`config.mk`:
```
export PLATFORM = sky130hd
export DESIGN_NAME = ias_slave
export DESIGN_NICKNAME = d
export VERILOG_FILES = /design/src/ias_pkg.sv /design/src/ias_slave.sv
export SDC_FILE = /design/constraint.sdc
export NUM_CORES = 1
export LEC_CHECK = 0
export ABC_AREA = 1
export BUFFER_PORTS_ARGS = -buffer_cell sky130_fd_sc_hd__clkbuf_2
export CAP_MARGIN = 40
export CORE_MARGIN = 5
export CORE_UTILIZATION = 55
export DETAILED_ROUTE_END_ITERATION = 10
export PLACE_DENSITY = 0.8
export SLEW_MARGIN = 20
export SYNTH_ARGS = -nofsm -noshare
export SYNTH_HDL_FRONTEND = slang
export SYNTH_SLANG_ARGS = --single-unit
```
`constraint.sdc`:
```
create_clock -name aclk -period 2.1 [get_ports aclk]
set_input_delay 0.21 -clock aclk [delete_from_list [all_inputs] [get_ports aclk]]
set_output_delay 0.21 -clock aclk [all_outputs]
set_load 0.02 [all_outputs]
```
`src/ias_pkg.sv`:
```
// Purpose: shared constants, register map and types of the i2c address/stretch slave
// Assumes: 32-bit axi4-lite register bus, one register per aligned word
// Notes: register fields sit in the low bits, upper bits read as zero
package ias_pkg;
   localparam int AW = 8;
   localparam logic [AW-1:0] REG_CTRL = 8'h00;
   localparam logic [AW-1:0] REG_ADDR = 8'h04;
   localparam logic [AW-1:0] REG_STATUS = 8'h08;
   localparam logic [AW-1:0] REG_FLAGS = 8'h0C;
   localparam logic [AW-1:0] REG_MASK = 8'h10;
   localparam logic [AW-1:0] REG_DATA = 8'h14;
   localparam logic [1:0] RESP_OKAY = 2'h0;
   localparam logic [1:0] RESP_SLVERR = 2'h2;
   localparam logic [6:0] OWN_ADDR_RST = 7'h00;
   localparam logic [7:0] BYTE_RST = 8'h00;
   localparam logic [31:0] WORD_ZERO = 32'h0000_0000;
   localparam logic [3:0] CNT_ZERO = 4'h0;
   localparam logic [3:0] CNT_ONE = 4'h1;
   localparam logic [3:0] CNT_BYTE = 4'h8;
   localparam logic [3:0] CNT_ACKD = 4'h9;

   typedef struct packed {
      logic stretch_after_ack_select;
      logic smart_mode_enable;
      logic enable;
   } ias_ctrl_t;

   typedef struct packed {
      logic transmit_collision;
      logic dir;
   } ias_status_t;

   typedef struct packed {
      logic stop_flag;
      logic data_ready_flag;
      logic address_match_flag;
   } ias_flags_t;

   localparam ias_ctrl_t CTRL_RST = 3'h0;
   localparam ias_flags_t FLAGS_ZERO = 3'h0;

   typedef enum logic [9:0] {
      ST_IDLE = 10'h001,
      ST_ADDR = 10'h002,
      ST_ASTR = 10'h004,
      ST_AACK = 10'h008,
      ST_TXB = 10'h010,
      ST_TACK = 10'h020,
      ST_RXB = 10'h040,
      ST_RSTR = 10'h080,
      ST_RACK = 10'h100,
      ST_WAIT = 10'h200
   } ias_state_t;
endpackage : ias_pkg

```
`src/ias_slave.sv`:
```
// Purpose: i2c slave address receive, match, direction/collision status and scl stretching
// Assumes: scl/sda are open-drain, sampled by aclk through two flip-flops
// Notes: 7-bit own address; registers over axi4-lite; one level interrupt
`timescale 1ns/10ps
// Behaviour
// - optional smart mode, selected by a control bit, reduces software work.
// - stretch-select zero: hold scl low before or after acknowledge awaiting software.
// - stretch-select one: interrupts only after acknowledge has been sent.
// - stretch-select one, master read: address-match and data flags together after ack.
// - stretch-select one, master write: first data flag after first byte acked.
// - when enabled wait for start, then receive address and compare it.
// - mismatch: no acknowledge, return to waiting for start.
// - match sets the address-match flag.
// - stretch-select zero: scl held low until address-match flag is cleared.
// - direction status updated only on a matching address.
// - collision status shows the last addressed packet collided.
// - collision releases both lines silently; next match reveals it.
// - master read after accepted address: scl forced low.
// - master read: data-ready flag set once address acknowledged.
module ias_slave (
   input wire logic aclk,
   input wire logic aresetn,
   input wire logic [ias_pkg::AW-1:0] s_axi_awaddr,
   input wire logic s_axi_awvalid,
   output logic s_axi_awready,
   input wire logic [31:0] s_axi_wdata,
   input wire logic [3:0] s_axi_wstrb,
   input wire logic s_axi_wvalid,
   output logic s_axi_wready,
   output logic [1:0] s_axi_bresp,
   output logic s_axi_bvalid,
   input wire logic s_axi_bready,
   input wire logic [ias_pkg::AW-1:0] s_axi_araddr,
   input wire logic s_axi_arvalid,
   output logic s_axi_arready,
   output logic [31:0] s_axi_rdata,
   output logic [1:0] s_axi_rresp,
   output logic s_axi_rvalid,
   input wire logic s_axi_rready,
   input wire logic scl_i,
   output logic scl_o,
   output logic scl_oe,
   input wire logic sda_i,
   output logic sda_o,
   output logic sda_oe,
   output logic irq
);
   // line synchronisers and edge history
   logic scl_meta_r, scl_s_r, scl_d_r, sda_meta_r, sda_s_r, sda_d_r;
   always_ff @(posedge aclk) begin
      if (!aresetn) begin
         {scl_meta_r, scl_s_r, scl_d_r} <= 3'h7;
         {sda_meta_r, sda_s_r, sda_d_r} <= 3'h7;
      end else begin
         scl_meta_r <= scl_i;
         scl_s_r <= scl_meta_r;
         scl_d_r <= scl_s_r;
         sda_meta_r <= sda_i;
         sda_s_r <= sda_meta_r;
         sda_d_r <= sda_s_r;
      end
   end
   logic scl_rise, scl_fall, start_det, stop_det;
   assign scl_rise = scl_s_r & ~scl_d_r;
   assign scl_fall = ~scl_s_r & scl_d_r;
   assign start_det = scl_s_r & scl_d_r & ~sda_s_r & sda_d_r;
   assign stop_det = scl_s_r & scl_d_r & sda_s_r & ~sda_d_r;
   assign scl_o = 1'b0;
   assign sda_o = 1'b0;

   // register bus state
   ias_pkg::ias_ctrl_t ctrl_r, ctrl_nxt;
   ias_pkg::ias_flags_t flags_r, flags_nxt, mask_r, mask_nxt, fset, fclr;
   ias_pkg::ias_status_t stat_r, stat_nxt;
   logic [6:0] own_r, own_nxt;
   logic [7:0] tx_r, tx_nxt, rx_r, rx_nxt, sh_r, sh_nxt;
   logic [ias_pkg::AW-1:0] wa_r, wa_nxt;
   logic [31:0] wd_r, wd_nxt, rdata_r, rdata_nxt;
   logic [3:0] ws_r, ws_nxt, cnt_r, cnt_nxt;
   logic awh_r, awh_nxt, wh_r, wh_nxt, bv_r, bv_nxt, rv_r, rv_nxt;
   logic [1:0] bresp_r, bresp_nxt, rresp_r, rresp_nxt;
   logic pend_r, pend_nxt, scl_oe_r, scl_oe_nxt, sda_oe_r, sda_oe_nxt;
   logic do_wr, do_rd, addr_hit, transmit_collision_ev;
   ias_pkg::ias_state_t st_r, st_nxt;

   assign s_axi_awready = ~awh_r & ~bv_r;
   assign s_axi_wready = ~wh_r & ~bv_r;
   assign s_axi_arready = ~rv_r;
   assign s_axi_bvalid = bv_r;
   assign s_axi_bresp = bresp_r;
   assign s_axi_rvalid = rv_r;
   assign s_axi_rdata = rdata_r;
   assign s_axi_rresp = rresp_r;
   assign scl_oe = scl_oe_r;
   assign sda_oe = sda_oe_r;
   assign irq = |(flags_r & mask_r);
   assign do_wr = awh_r & wh_r & ~bv_r;
   assign do_rd = s_axi_arvalid & ~rv_r;

   always_comb begin
      awh_nxt = awh_r;
      wh_nxt = wh_r;
      wa_nxt = wa_r;
      wd_nxt = wd_r;
      ws_nxt = ws_r;
      bv_nxt = bv_r;
      bresp_nxt = bresp_r;
      rv_nxt = rv_r;
      rdata_nxt = rdata_r;
      rresp_nxt = rresp_r;
      ctrl_nxt = ctrl_r;
      own_nxt = own_r;
      mask_nxt = mask_r;
      tx_nxt = tx_r;
      fclr = ias_pkg::FLAGS_ZERO;
      if (s_axi_awvalid && s_axi_awready) begin
         awh_nxt = 1'b1;
         wa_nxt = s_axi_awaddr;
      end
      if (s_axi_wvalid && s_axi_wready) begin
         wh_nxt = 1'b1;
         wd_nxt = s_axi_wdata;
         ws_nxt = s_axi_wstrb;
      end
      if (s_axi_bvalid && s_axi_bready) begin
         bv_nxt = 1'b0;
      end
      if (do_wr) begin
         awh_nxt = 1'b0;
         wh_nxt = 1'b0;
         bv_nxt = 1'b1;
         bresp_nxt = ias_pkg::RESP_OKAY;
         case (wa_r)
            ias_pkg::REG_CTRL: if (ws_r[0]) ctrl_nxt = wd_r[2:0];
            ias_pkg::REG_ADDR: if (ws_r[0]) own_nxt = wd_r[6:0];
            ias_pkg::REG_STATUS: bresp_nxt = ias_pkg::RESP_OKAY;
            ias_pkg::REG_FLAGS: if (ws_r[0]) fclr = wd_r[2:0];
            ias_pkg::REG_MASK: if (ws_r[0]) mask_nxt = wd_r[2:0];
            ias_pkg::REG_DATA: begin
               if (ws_r[0]) tx_nxt = wd_r[7:0];
               fclr.data_ready_flag = ctrl_r.smart_mode_enable;
            end
            default: bresp_nxt = ias_pkg::RESP_SLVERR;
         endcase
      end
      if (s_axi_rvalid && s_axi_rready) begin
         rv_nxt = 1'b0;
      end
      if (do_rd) begin
         rv_nxt = 1'b1;
         rresp_nxt = ias_pkg::RESP_OKAY;
         rdata_nxt = ias_pkg::WORD_ZERO;
         case (s_axi_araddr)
            ias_pkg::REG_CTRL: rdata_nxt[2:0] = ctrl_r;
            ias_pkg::REG_ADDR: rdata_nxt[6:0] = own_r;
            ias_pkg::REG_STATUS: rdata_nxt[1:0] = stat_r;
            ias_pkg::REG_FLAGS: rdata_nxt[2:0] = flags_r;
            ias_pkg::REG_MASK: rdata_nxt[2:0] = mask_r;
            ias_pkg::REG_DATA: begin
               rdata_nxt[7:0] = rx_r;
               if (ctrl_r.smart_mode_enable) fclr.data_ready_flag = 1'b1;
            end
            default: rresp_nxt = ias_pkg::RESP_SLVERR;
         endcase
      end
   end

   // bit engine
   always_comb begin
      st_nxt = st_r;
      cnt_nxt = cnt_r;
      sh_nxt = sh_r;
      rx_nxt = rx_r;
      stat_nxt = stat_r;
      pend_nxt = pend_r;
      fset = ias_pkg::FLAGS_ZERO;
      addr_hit = 1'b0;
      transmit_collision_ev = 1'b0;
      case (st_r)
         ias_pkg::ST_IDLE: st_nxt = st_r;
         ias_pkg::ST_ADDR: begin
            if (scl_rise) begin
               sh_nxt = {sh_r[6:0], sda_s_r};
               cnt_nxt = cnt_r + ias_pkg::CNT_ONE;
            end
            if (scl_fall && cnt_r == ias_pkg::CNT_BYTE) begin
               st_nxt = ias_pkg::ST_IDLE;
               if (sh_r[7:1] == own_r) begin
                  addr_hit = 1'b1;
                  stat_nxt.dir = sh_r[0];
                  stat_nxt.transmit_collision = pend_r;
                  pend_nxt = 1'b0;
                  if (!ctrl_r.stretch_after_ack_select) begin
                     fset.address_match_flag = 1'b1;
                     st_nxt = ias_pkg::ST_ASTR;
                  end else begin
                     st_nxt = ias_pkg::ST_AACK;
                  end
               end
            end
         end
         ias_pkg::ST_ASTR: if (!flags_r.address_match_flag) st_nxt = ias_pkg::ST_AACK;
         ias_pkg::ST_AACK: if (scl_fall) begin
            cnt_nxt = ias_pkg::CNT_ZERO;
            if (stat_r.dir) begin
               fset.data_ready_flag = 1'b1;
               fset.address_match_flag = ctrl_r.stretch_after_ack_select;
               st_nxt = ias_pkg::ST_WAIT;
            end else begin
               fset.address_match_flag = ctrl_r.stretch_after_ack_select;
               st_nxt = ias_pkg::ST_RXB;
            end
         end
         ias_pkg::ST_WAIT: begin
            if (!flags_r.data_ready_flag && !flags_r.address_match_flag) begin
               cnt_nxt = ias_pkg::CNT_ZERO;
               st_nxt = stat_r.dir ? ias_pkg::ST_TXB : ias_pkg::ST_RXB;
               if (stat_r.dir) sh_nxt = tx_r;
            end
         end
         ias_pkg::ST_TXB: begin
            if (scl_rise) begin
               cnt_nxt = cnt_r + ias_pkg::CNT_ONE;
               if (sh_r[7] && !sda_s_r) begin
                  transmit_collision_ev = 1'b1;
                  pend_nxt = 1'b1;
                  st_nxt = ias_pkg::ST_IDLE;
               end
            end
            if (scl_fall) begin
               sh_nxt = {sh_r[6:0], 1'b1};
               if (cnt_r == ias_pkg::CNT_BYTE) st_nxt = ias_pkg::ST_TACK;
            end
         end
         ias_pkg::ST_TACK: begin
            if (scl_rise) begin
               cnt_nxt = ias_pkg::CNT_ACKD;
               if (sda_s_r) st_nxt = ias_pkg::ST_IDLE;
            end
            if (scl_fall && cnt_r == ias_pkg::CNT_ACKD) begin
               fset.data_ready_flag = 1'b1;
               st_nxt = ias_pkg::ST_WAIT;
            end
         end
         ias_pkg::ST_RXB: begin
            if (scl_rise) begin
               sh_nxt = {sh_r[6:0], sda_s_r};
               cnt_nxt = cnt_r + ias_pkg::CNT_ONE;
            end
            if (scl_fall && cnt_r == ias_pkg::CNT_BYTE) begin
               rx_nxt = sh_r;
               if (!ctrl_r.stretch_after_ack_select) begin
                  fset.data_ready_flag = 1'b1;
                  st_nxt = ias_pkg::ST_RSTR;
               end else begin
                  st_nxt = ias_pkg::ST_RACK;
               end
            end
         end
         ias_pkg::ST_RSTR: if (!flags_r.data_ready_flag) st_nxt = ias_pkg::ST_RACK;
         ias_pkg::ST_RACK: if (scl_fall) begin
            cnt_nxt = ias_pkg::CNT_ZERO;
            if (ctrl_r.stretch_after_ack_select) begin
               fset.data_ready_flag = 1'b1;
               st_nxt = ias_pkg::ST_WAIT;
            end else begin
               st_nxt = ias_pkg::ST_RXB;
            end
         end
         default: st_nxt = ias_pkg::ST_IDLE;
      endcase
      if (start_det) begin
         st_nxt = ias_pkg::ST_ADDR;
         cnt_nxt = ias_pkg::CNT_ZERO;
      end else if (stop_det) begin
         st_nxt = ias_pkg::ST_IDLE;
         fset.stop_flag = (st_r != ias_pkg::ST_IDLE) && (st_r != ias_pkg::ST_ADDR);
      end
      if (!ctrl_r.enable) st_nxt = ias_pkg::ST_IDLE;
      // set wins over a same-cycle clear
      flags_nxt = (flags_r & ~fclr) | fset;
      scl_oe_nxt = (st_nxt == ias_pkg::ST_ASTR) || (st_nxt == ias_pkg::ST_RSTR) ||
                   (st_nxt == ias_pkg::ST_WAIT);
      sda_oe_nxt = (st_nxt == ias_pkg::ST_AACK) || (st_nxt == ias_pkg::ST_RACK) ||
                   ((st_nxt == ias_pkg::ST_TXB) && !sh_nxt[7]);
   end

   always_ff @(posedge aclk) begin
      if (!aresetn) begin
         {awh_r, wh_r, bv_r, rv_r, pend_r, scl_oe_r, sda_oe_r} <= 7'h00;
         wa_r <= '0;
         {wd_r, rdata_r} <= {ias_pkg::WORD_ZERO, ias_pkg::WORD_ZERO};
         ws_r <= ias_pkg::CNT_ZERO;
         {bresp_r, rresp_r} <= {ias_pkg::RESP_OKAY, ias_pkg::RESP_OKAY};
         ctrl_r <= ias_pkg::CTRL_RST;
         own_r <= ias_pkg::OWN_ADDR_RST;
         {flags_r, mask_r} <= {ias_pkg::FLAGS_ZERO, ias_pkg::FLAGS_ZERO};
         stat_r <= 2'h0;
         {tx_r, rx_r, sh_r} <= {ias_pkg::BYTE_RST, ias_pkg::BYTE_RST, ias_pkg::BYTE_RST};
         cnt_r <= ias_pkg::CNT_ZERO;
         st_r <= ias_pkg::ST_IDLE;
      end else begin
         {awh_r, wh_r, bv_r, rv_r} <= {awh_nxt, wh_nxt, bv_nxt, rv_nxt};
         {pend_r, scl_oe_r, sda_oe_r} <= {pend_nxt, scl_oe_nxt, sda_oe_nxt};
         wa_r <= wa_nxt;
         wd_r <= wd_nxt;
         rdata_r <= rdata_nxt;
         ws_r <= ws_nxt;
         bresp_r <= bresp_nxt;
         rresp_r <= rresp_nxt;
         ctrl_r <= ctrl_nxt;
         own_r <= own_nxt;
         flags_r <= flags_nxt;
         mask_r <= mask_nxt;
         stat_r <= stat_nxt;
         tx_r <= tx_nxt;
         rx_r <= rx_nxt;
         sh_r <= sh_nxt;
         cnt_r <= cnt_nxt;
         st_r <= st_nxt;
      end
   end

   logic a_fall8;
   assign a_fall8 = (st_r == ias_pkg::ST_ADDR) && scl_fall && (cnt_r == ias_pkg::CNT_BYTE) &&
                    !start_det && !stop_det && ctrl_r.enable;

   // own record of collisions since the last match, kept apart from pend_r
   logic transmit_collision_seen_r;
   always_ff @(posedge aclk) begin
      if (!aresetn) transmit_collision_seen_r <= 1'b0;
      else transmit_collision_seen_r <= transmit_collision_ev | (transmit_collision_seen_r & ~addr_hit);
   end
endmodule : ias_slave

```
==> results of run 1 <==
-- state kept, by name (all words and copies together) (netlist names), 2 cells and up --
register     flops
ctrl_r           3
cnt_r            4
st_r            10
wa_r             8
flags_r          3
sh_r             8
stat_r           2
own_r            7
rx_r             8
wd_r             8
s_axi_rdata      8
tx_r             8
mask_r           3
-- worst max-delay path, stage by stage (launching register included) --
cell	delay [ps]
dfxtp_1	350
nor2_1	160
nand2_2	170
nor2_4	140
nand2_2	90
inv_2	190
nand2_1	130
nand2_1	90
nor2_1	40
nand2_1	100
nor2_1	50
nor2_1	90
nand2_1	90
nand2_1	80
nand2_1	50
nand2_1	50
-- path summary, 6_finish.rpt --
| check | startpoint | endpoint | slack, ps |
|---|---|---|---|
| setup / recovery | st_r[6]$_SDFF_PN0_ | sda_oe$_SDFF_PN0_ | 170 |
| hold / removal | scl_i | scl_meta_r$_SDFF_PN1_ | 20 |
| setup reg to reg | st_r[6]$_SDFF_PN0_ | sda_oe$_SDFF_PN0_ | 170 |
| hold reg to reg | scl_meta_r$_SDFF_PN1_ | scl_s_r$_SDFF_PN1_ | 430 |
-- layout make-up --
class / count / area [um2]
Sequential cell: 96 / 1920
Inverter: 95 / 357
Timing Repair Buffer: 62 / 338
Fill cell: 856 / 3530
Clock buffer: 9 / 124
Tap cell: 111 / 139
Clock inverter: 7 / 87.6
Multi-Input combinational cell: 509 / 2620
-- cell families (layout without fill, tap and decap cells) --
family          after synthesis  after routing  synth area share [%]
buf+inv                     139            173                  12.7
simple gates                323            323                  30.9
fa+ha+maj                     3              3                 0.739
compound gates              146            146                  16.3
flops                        96             96                  37.8
other cells                   1             28                0.0738
xor+xnor                      9              9                  1.55
-- where the power goes --
part | total [mW] | switching [mW] | internal, mW
clock | 1.28 | 0.701 | 0.576
sequential | 1.89 | 0.0258 | 1.87
combinational | 0.311 | 0.223 | 0.0879
total | 3.48 | 0.949 | 2.53
-- through the flow --
step                      cells  hold WS (ps)  worst slack, ps
final                       889          21.2              169
after CTS                   889          5.11              195
after floorplan             744           317              551
after global routing        889         0.596             39.4
after detailed placement    873           398              228
after global placement      873           395              252
-- cells in the final DEF (no fill, tap or decap), types with 3 or more instances in the layout --
cell      instances
nand3_2           7
ha_1              3
buf_4            11
or2_2             4
clkbuf_2         51
nand4_1          12
nor3_1           12
nor2_2            6
clkbuf_8          9
inv_1            86
a31oi_1          10
nor2_4            5
a21oi_1          54
inv_2             8
o22ai_1           3
o211ai_1          3
nor2_1           80
o21a_1            4
dfxtp_1          96
xor2_1            7
nand2_2          11
o21ai_0          51
conb_1           28
o31ai_1           4
a211oi_1          7
nand3_1          34
nand2_1         135
-- layer usage --
| metal | GRT usage (%) | part of all wire (%) | vias to the layer above |
|---|---|---|---|
| li1 | - | - | 2403 |
| met1 | 28.8 | 43 | 2172 |
| met2 | 43.3 | 52 | 99 |
| met3 | 3.22 | 3.0 | 18 |
| met4 | 8.14 | 2.0 | 0 |
| met5 | 0 | 0 | - |
==> results.cfg, run 1 <==
[status]
status = finished, final reports clean

[layout]
nets = 837
syn2layout_area_growth_pct = 9.90
post-route-util_pct = 61.3
layout-drive-gt1-share_pct = 16.7
diodes = 0
stdcell_area_mm2 = 0.00558

[sta]
grt_setup_unrepaired = false
fin_skew_ps = 15.6
period_minus_slack_ps = 1930
timing.final.hold_violations = 0
tightestPinTransition_ps = 583
clock.fmax_mhz = 518
relSlewSlack_pct = 60.8
period_share_pct = 92.0
setup_tns_ps = 0
drv_slew = 0
report.final.setup_viol = 0

[routing]
wl_mm = 13.1
viasPerCell = 5.28
drtAntennaViolNets = 0
avgRoutedWirePerCell_um = 14.8
drc_errors = 0
drtPass1Iterations = 6
drtIter0Drc = 366
vias = 4692

[grt]
first_global_vias = 4589
grt_overflow = 0
grt_pass1_wl_mm = 21.6
grtUsageTotal_pct = 23.8
grt_max_degree = 44
antenna_found_initial = 0

[pwr]
peakVddDrop_mv = 0.488
total_power_mw = 3.48
pwr_density_cell_mw_per_mm2 = 623
leakage_nw = 2.56

[yosys]
synthTopCellsByArea = dfxtp_1 (38%), nand2_1 (10%), inv_1 (6.4%), nor2_1 (5.9%), a21oi_1 (5.3%)
yosysWarnings = 0
syn_inst = 717
yosysMostFrequentCell = nand2_1
ys_types = 51
synth_top_flop_cell = dfxtp_1
synth_area_per_cell_um2 = 7.08
synth_seq_cells = 96
synth_top_area_cell = dfxtp_1
yosys.area.top_type_share_pct = 37.8
yosysSeqAreaShare_pct = 37.8
synth_edf_count = 0
async_flop_share_pct = 0
synth_area_mm2 = 0.00508
synth_common_cells = nand2_1 (135), dfxtp_1 (96), inv_1 (86), nor2_1 (80), a21oi_1 (54)

[die]
dieWidth_um = 106
row_count = 35
die-area_mm2 = 0.0113
initial_core_util_pct = 55.8
ios = 107
die_y_um = 106
placeableCoreArea_mm2 = 0.00911

[placement]
post_dp_cell_area_mm2 = 0.00537
place_hpwl_mm = 10.5
portBuffers = 51
routabilityCongestion = 0.947

[flow_run]
maxCapViolations = 0

[cts]
clock_sinks = 96
htreeDepth = 3
clockBufferDepth = 2
postCtsHoldBufs = 0
cts_tree = yes
cts_made_buffers = 9
clk_pin_slew_ps = 100
cts_root_buf = clkbuf_8
clock_latency_ps = 360
cts_resized = 0
cts_setup_buffers = 0

[worst_setup_path]
cp-end-kind = flip-flop
worst_r2r_path_depth = 15
worstPathRequired_ps = 2410
cp.arrival_ps = 2240
cp_max_fo = 8
startpoint_type = flip-flop
worstSetupPathType = reg2reg

[worst_hold_path]
hp-class = in2reg
whs_path_depth = 2
Note: power is estimated with default switching activity, not from simulation.
==> run 2: changes to the inputs <==
- ABC_AREA: 1 -> not set
- CORE_UTILIZATION: 55 -> 50
- PLACE_DENSITY: 0.8 -> 0.74
==> run 2 against run 1 <==
- the flow now finishes with violations (setup timing)
- clock skew down 1.7 ps
- utilization down 2.5 points
- count of clock-buffer cells in the layout up 2
- critical endpoint is now cnt_r[0]$_SDFFE_PP0P_
- largest cell class unchanged
==> results.cfg, run 2 <==
[worst_setup_path]
r2r_slack_ps = -20
r2r-start = st_r[2]$_SDFF_PN0_
slowest_stage = or4_4
cp_max_fo = 5
worstSetupPathType = reg2reg
crit_buf_inv = 0
cp-end-kind = flip-flop
critPathTopFamily = simple AND/OR/NAND/NOR gates
worst_path_most_repeated_cell = or4_4
cp.arrival_ps = 2390
startpoint_type = flip-flop
reg2reg_to = cnt_r[0]$_SDFFE_PP0P_
worst_r2r_path_depth = 6
critical_path.max_stage_delay_ps = 580
path_cells = or4_4 -> or4_4 -> o21ai_4 -> a311o_2 -> nand2_1 -> and3_1
crit_cells = 6
worstPathRequired_ps = 2370

[layout]
diodes = 0
layout-drive-gt1-share_pct = 21.0
final_cell_mix = dfxtp_1 (94), nand2_1 (77), clkbuf_2 (51)
nFillCells = 888
nets = 716
final_common_cell = dfxtp_1
post-route-util_pct = 58.8
largest_reg_flops = 10
syn2layout_area_growth_pct = 14.9
regMostFlops = st_r

[sta]
period_share_pct = 101
timing.final.hold_violations = 0
period_minus_slack_ps = 2120
relSlewSlack_pct = 63.1
drv_slew = 0
tightestPinTransition_ps = 552
clock.fmax_mhz = 473
setup_tns_ps = -15.9
fin_skew_ps = 13.8
setup_ws_ps = -15.9
report.final.setup_viol = 1
grt_setup_unrepaired = true

[yosys]
synth_area_per_cell_um2 = 8.62
synth_top_area_cell = dfxtp_1
yosys.area.top_type_share_pct = 38.5
ys_types = 63
synth_area_mm2 = 0.00500
synth_top_flop_cell = dfxtp_1
yosysSeqAreaShare_pct = 38.5
synth_edf_count = 0
synthTopCellsByArea = dfxtp_1 (38%), mux2i_1 (6.6%), nor2b_1 (6.3%), nand2_1 (5.8%), a21boi_0 (4.7%)
async_flop_share_pct = 0
yosysMostFrequentCell = dfxtp_1
yosysWarnings = 0
syn_inst = 580
synth_common_cells = dfxtp_1 (96), nand2_1 (77), nor2b_1 (50), nor2_1 (37), mux2i_1 (33)
synth_seq_cells = 96

[routing]
drtPass1Iterations = 5
avgRoutedWirePerCell_um = 15.4
drc_errors = 0
wl_mm = 12.2
vias = 4295
drtIter0Drc = 257
drtAntennaViolNets = 0
viasPerCell = 5.44

[placement]
post-place-ws_ps = 5.50
portBuffers = 51
routabilityCongestion = 0.877
place_hpwl_mm = 9.20

[worst_hold_path]
worstHoldEndpoint = scl_meta_r$_SDFF_PN1_
hold_start = scl_i
hp-class = in2reg
whs_path_depth = 2

[grt]
grt_overflow = 0
grtUsageTotal_pct = 20.8
antenna_found_initial = 0
grt_pass1_wl_mm = 20.1
first_global_vias = 4177
grt_max_degree = 82

[die]
initial_core_util_pct = 51.1
row_count = 36
die_y_um = 110
ios = 107
placeableCoreArea_mm2 = 0.00977
dieWidth_um = 110
die-area_mm2 = 0.0121

[cts]
cts_made_buffers = 9
clockBufferDepth = 2
clk_pin_slew_ps = 100
cts_tree = yes
htreeDepth = 3
clock_latency_ps = 360
cts_root_buf = clkbuf_8
clock_sinks = 96
postCtsHoldBufs = 0

[flow_run]
maxCapViolations = 0

[status]
status = finished with violations
failed_checks = setup timing

[pwr]
peakVddDrop_mv = 0.393
pwr_density_cell_mw_per_mm2 = 577
leakage_nw = 2.19
-- run 2: how the worst max path moves through the flow --
stage / from / end / slack [ps]
after floorplan: st_r[1]$_SDFF_PN0_ / cnt_r[0]$_SDFFE_PP0P_ / 40
after global placement: st_r[5]$_SDFF_PN0_ / cnt_r[0]$_SDFFE_PP0P_ / 40
after detailed placement: st_r[5]$_SDFF_PN0_ / cnt_r[0]$_SDFFE_PP0P_ / 5
after CTS: st_r[3]$_SDFF_PN0_ / cnt_r[0]$_SDFFE_PP0P_ / 2
after global routing: st_r[7]$_SDFF_PN0_ / cnt_r[0]$_SDFFE_PP0P_ / -40
final: st_r[2]$_SDFF_PN0_ / cnt_r[0]$_SDFFE_PP0P_ / -20
-- run 2: cells by family after synthesis --
kind of cell	after synthesis	share of synthesized area (%)
other	1	0.0750
xor gates and xnor gates	12	2.10
and+or+nand+nor	252	27.6
adders and majority gates	3	0.751
AOI/OAI and AO/OA	112	15.9
DFF	96	38.5
muxes	37	7.51
buffers and inverters	67	7.56
-- run 2: power by group --
group          total, mW  leakage, nW  internal [mW]  switching (mW)
logic              0.262         1.31         0.0939           0.168
clock network       1.16       0.0959          0.502           0.657
registers           1.89        0.779           1.86          0.0353
-- run 2: metrics by stage --
step | power, mW | area, um2 | std cells | hold WS, ps
finish | 3.31 | 5740 | 790 | 25.4
global route | 3.46 | 5740 | 790 | 29.5
CTS | 3.34 | 5690 | 788 | 14.9
detailed placement | 2.19 | 5490 | 772 | 396
global placement | 2.18 | 5490 | 772 | 398
floorplan | 2.15 | 5100 | 607 | 311
-- run 2: routing by layer --
metal / GRT usage, % / routed length (um)
met5: 0 / 0
met4: 5.16 / 139
met3: 3.55 / 684
met2: 35.5 / 5770
met1: 27.3 / 5580
-- run 2: layout make-up --
cell class	count	area (um2)	area share (%)
clock inverters	5	38.8	0.675
clock buffers	11	151	2.64
flip-flops and latches	96	1920	33.5
repair buffers	92	588	10.2
well taps	133	166	2.90
multi-input cells	444	2840	49.5
inverters	9	33.8	0.588
-- run 2: repair_timing --
item	CTS	global route
gates resized for setup	1	11
setup endpoints to repair	1	21
pin swaps	1	5
setup buffers	0	2
endpoints found under the hold margin	0	0
==> run 3: changes to the inputs <==
- REMOVE_ABC_BUFFERS: not set -> 1
==> run 3 against run 2 <==
- the flow still finishes with violations (setup timing)
- final cell count grew 0.89%
- power grew 1.5%
- sequential cell count is the same
- via count shrank 0.58%
- non-clock buffer count grew 7
- sequential share of layout area shrank 0.23 points
- critical path depth grew 1
- count of clock-buffer cells in the layout shrank 1
- fmax is essentially flat
- combinational power shrank 2%
- first-iteration DRC count grew 20%
- global-route usage shrank 0.075 points
- critical endpoint is now sda_oe$_SDFF_PN0_
- highest routed layer unchanged
==> results.cfg, run 3 (synthesis gave the netlist of run 2 again) <==
[status]
status = finished with violations
failed_checks = setup timing

[placement]
post_dp_cell_area_mm2 = 0.00553
portBuffers = 51
routabilityCongestion = 0.942
place_hpwl_mm = 9.32

[routing]
wl_mm = 12.1
drtIter0Drc = 308
viasPerCell = 5.36
avgRoutedWirePerCell_um = 15.1
drtAntennaViolNets = 0
vias = 4270
drtPass1Iterations = 6
drc_errors = 0

[cts]
htreeDepth = 3
cts_made_buffers = 9
clock_sinks = 96
cts_root_buf = clkbuf_8
clk_pin_slew_ps = 100
postCtsHoldBufs = 0
cts_tree = yes
clock_latency_ps = 370
clockBufferDepth = 2

[layout]
nets = 723
final_cell_mix = dfxtp_1 (93), nand2_1 (77), clkbuf_2 (51)
largest_reg_flops = 10
post-route-util_pct = 59.2
nFillCells = 881
diodes = 0
final_common_cell = dfxtp_1
syn2layout_area_growth_pct = 15.8
regMostFlops = st_r
stdcell_area_mm2 = 0.00579
layout-drive-gt1-share_pct = 22.0

[worst_setup_path]
slowest_stage = or4_4
worst_r2r_path_depth = 7
cp.arrival_ps = 2400
cp-end-kind = flip-flop
critPathLaunch = st_r[4]$_SDFF_PN0_
worstSetupPathType = reg2reg
worstPathRequired_ps = 2390
r2r-start = st_r[4]$_SDFF_PN0_
path_cells = or4_4 -> nor4_4 -> buf_4 -> nor2b_1 -> mux2i_1 -> o211ai_1 -> a41oi_1
cp_max_fo = 5
critical_path.max_stage_delay_ps = 580
startpoint_type = flip-flop

[die]
dieWidth_um = 110
die-area_mm2 = 0.0121
placeableCoreArea_mm2 = 0.00977
row_count = 36
die_y_um = 110
initial_core_util_pct = 51.1
ios = 107

[sta]
fin_skew_ps = 12.0
setup_ws_ps = -17.7
whs_ps = 16.5
timing.final.hold_violations = 0
grt_setup_unrepaired = true
period_share_pct = 101
period_minus_slack_ps = 2120
drv_slew = 0
clock.fmax_mhz = 472
report.final.setup_viol = 1

[grt]
first_global_vias = 4180
antenna_found_initial = 0
grtUsageTotal_pct = 20.7
grt_max_degree = 49
grt_overflow = 0
grt_pass1_wl_mm = 19.8

[worst_hold_path]
hp-class = in2reg
hold_start = scl_i
whs_path_depth = 2

[pwr]
peakVddDrop_mv = 0.450
total_power_mw = 3.36
pwr_density_cell_mw_per_mm2 = 581
leakage_nw = 2.21

[flow_run]
maxCapViolations = 0
[run 3: critical path: cells and delay by family (launching register included)]
kind	cells	cell delay [ps]
AOI/OAI and AO/OA	2	430
buffers and inverters	1	170
DFF	1	360
muxes	1	210
and+or+nand+nor	3	880
[run 3: area by class of cell]
cell class / instances / area, um2 / area share [%]
flip-flops and latches: 96 / 1930 / 33.3
multi-input cells: 444 / 2840 / 49.0
inverters: 9 / 33.8 / 0.584
repair buffers: 99 / 628 / 10.9
well taps: 133 / 166 / 2.88
clock buffers: 10 / 128 / 2.20
clock inverters: 6 / 67.6 / 1.17
[run 3: worst paths after layout]
check	to	slack [ps]
worst max-delay path	sda_oe$_SDFF_PN0_	-20
worst min-delay path	scl_meta_r$_SDFF_PN1_	20
worst max register to register	sda_oe$_SDFF_PN0_	-20
worst min register to register	scl_s_r$_SDFF_PN1_	420
[run 3: where the power goes]
group | total (mW) | internal [mW] | switching [mW]
Clock | 1.21 | 0.555 | 0.658
Combinational | 0.258 | 0.0915 | 0.166
Sequential | 1.89 | 1.86 | 0.0346
Total | 3.36 | 2.50 | 0.859
[run 3: layer usage]
layer  vias up  routed length (um)  global-route usage (%)
li1       2144                   -                       -
met1      1999                5380                    25.5
met2       101                5840                    35.0
met3        26                 463                    3.55
met4         0                 396                    10.1
met5         -                   0                       0
[run 3: what timing repair did]
| action | CTS | global route |
|---|---|---|
| setup buffers | 0 | 2 |
| resized for setup | 0 | 13 |
| endpoints found under the setup margin | 2 | 15 |
| pin swaps | 2 | 5 |
[run 3: stage by stage]
stage,std cells,setup TNS [ps],setup slack (ps)
2_1_floorplan,549,-3400,-280
3_3_place_gp,779,0,8.47
3_5_place_dp,779,0,36.7
4_1_cts,795,0,12.5
5_1_grt,797,-161,-68.0
6_report,797,-17.7,-17.7
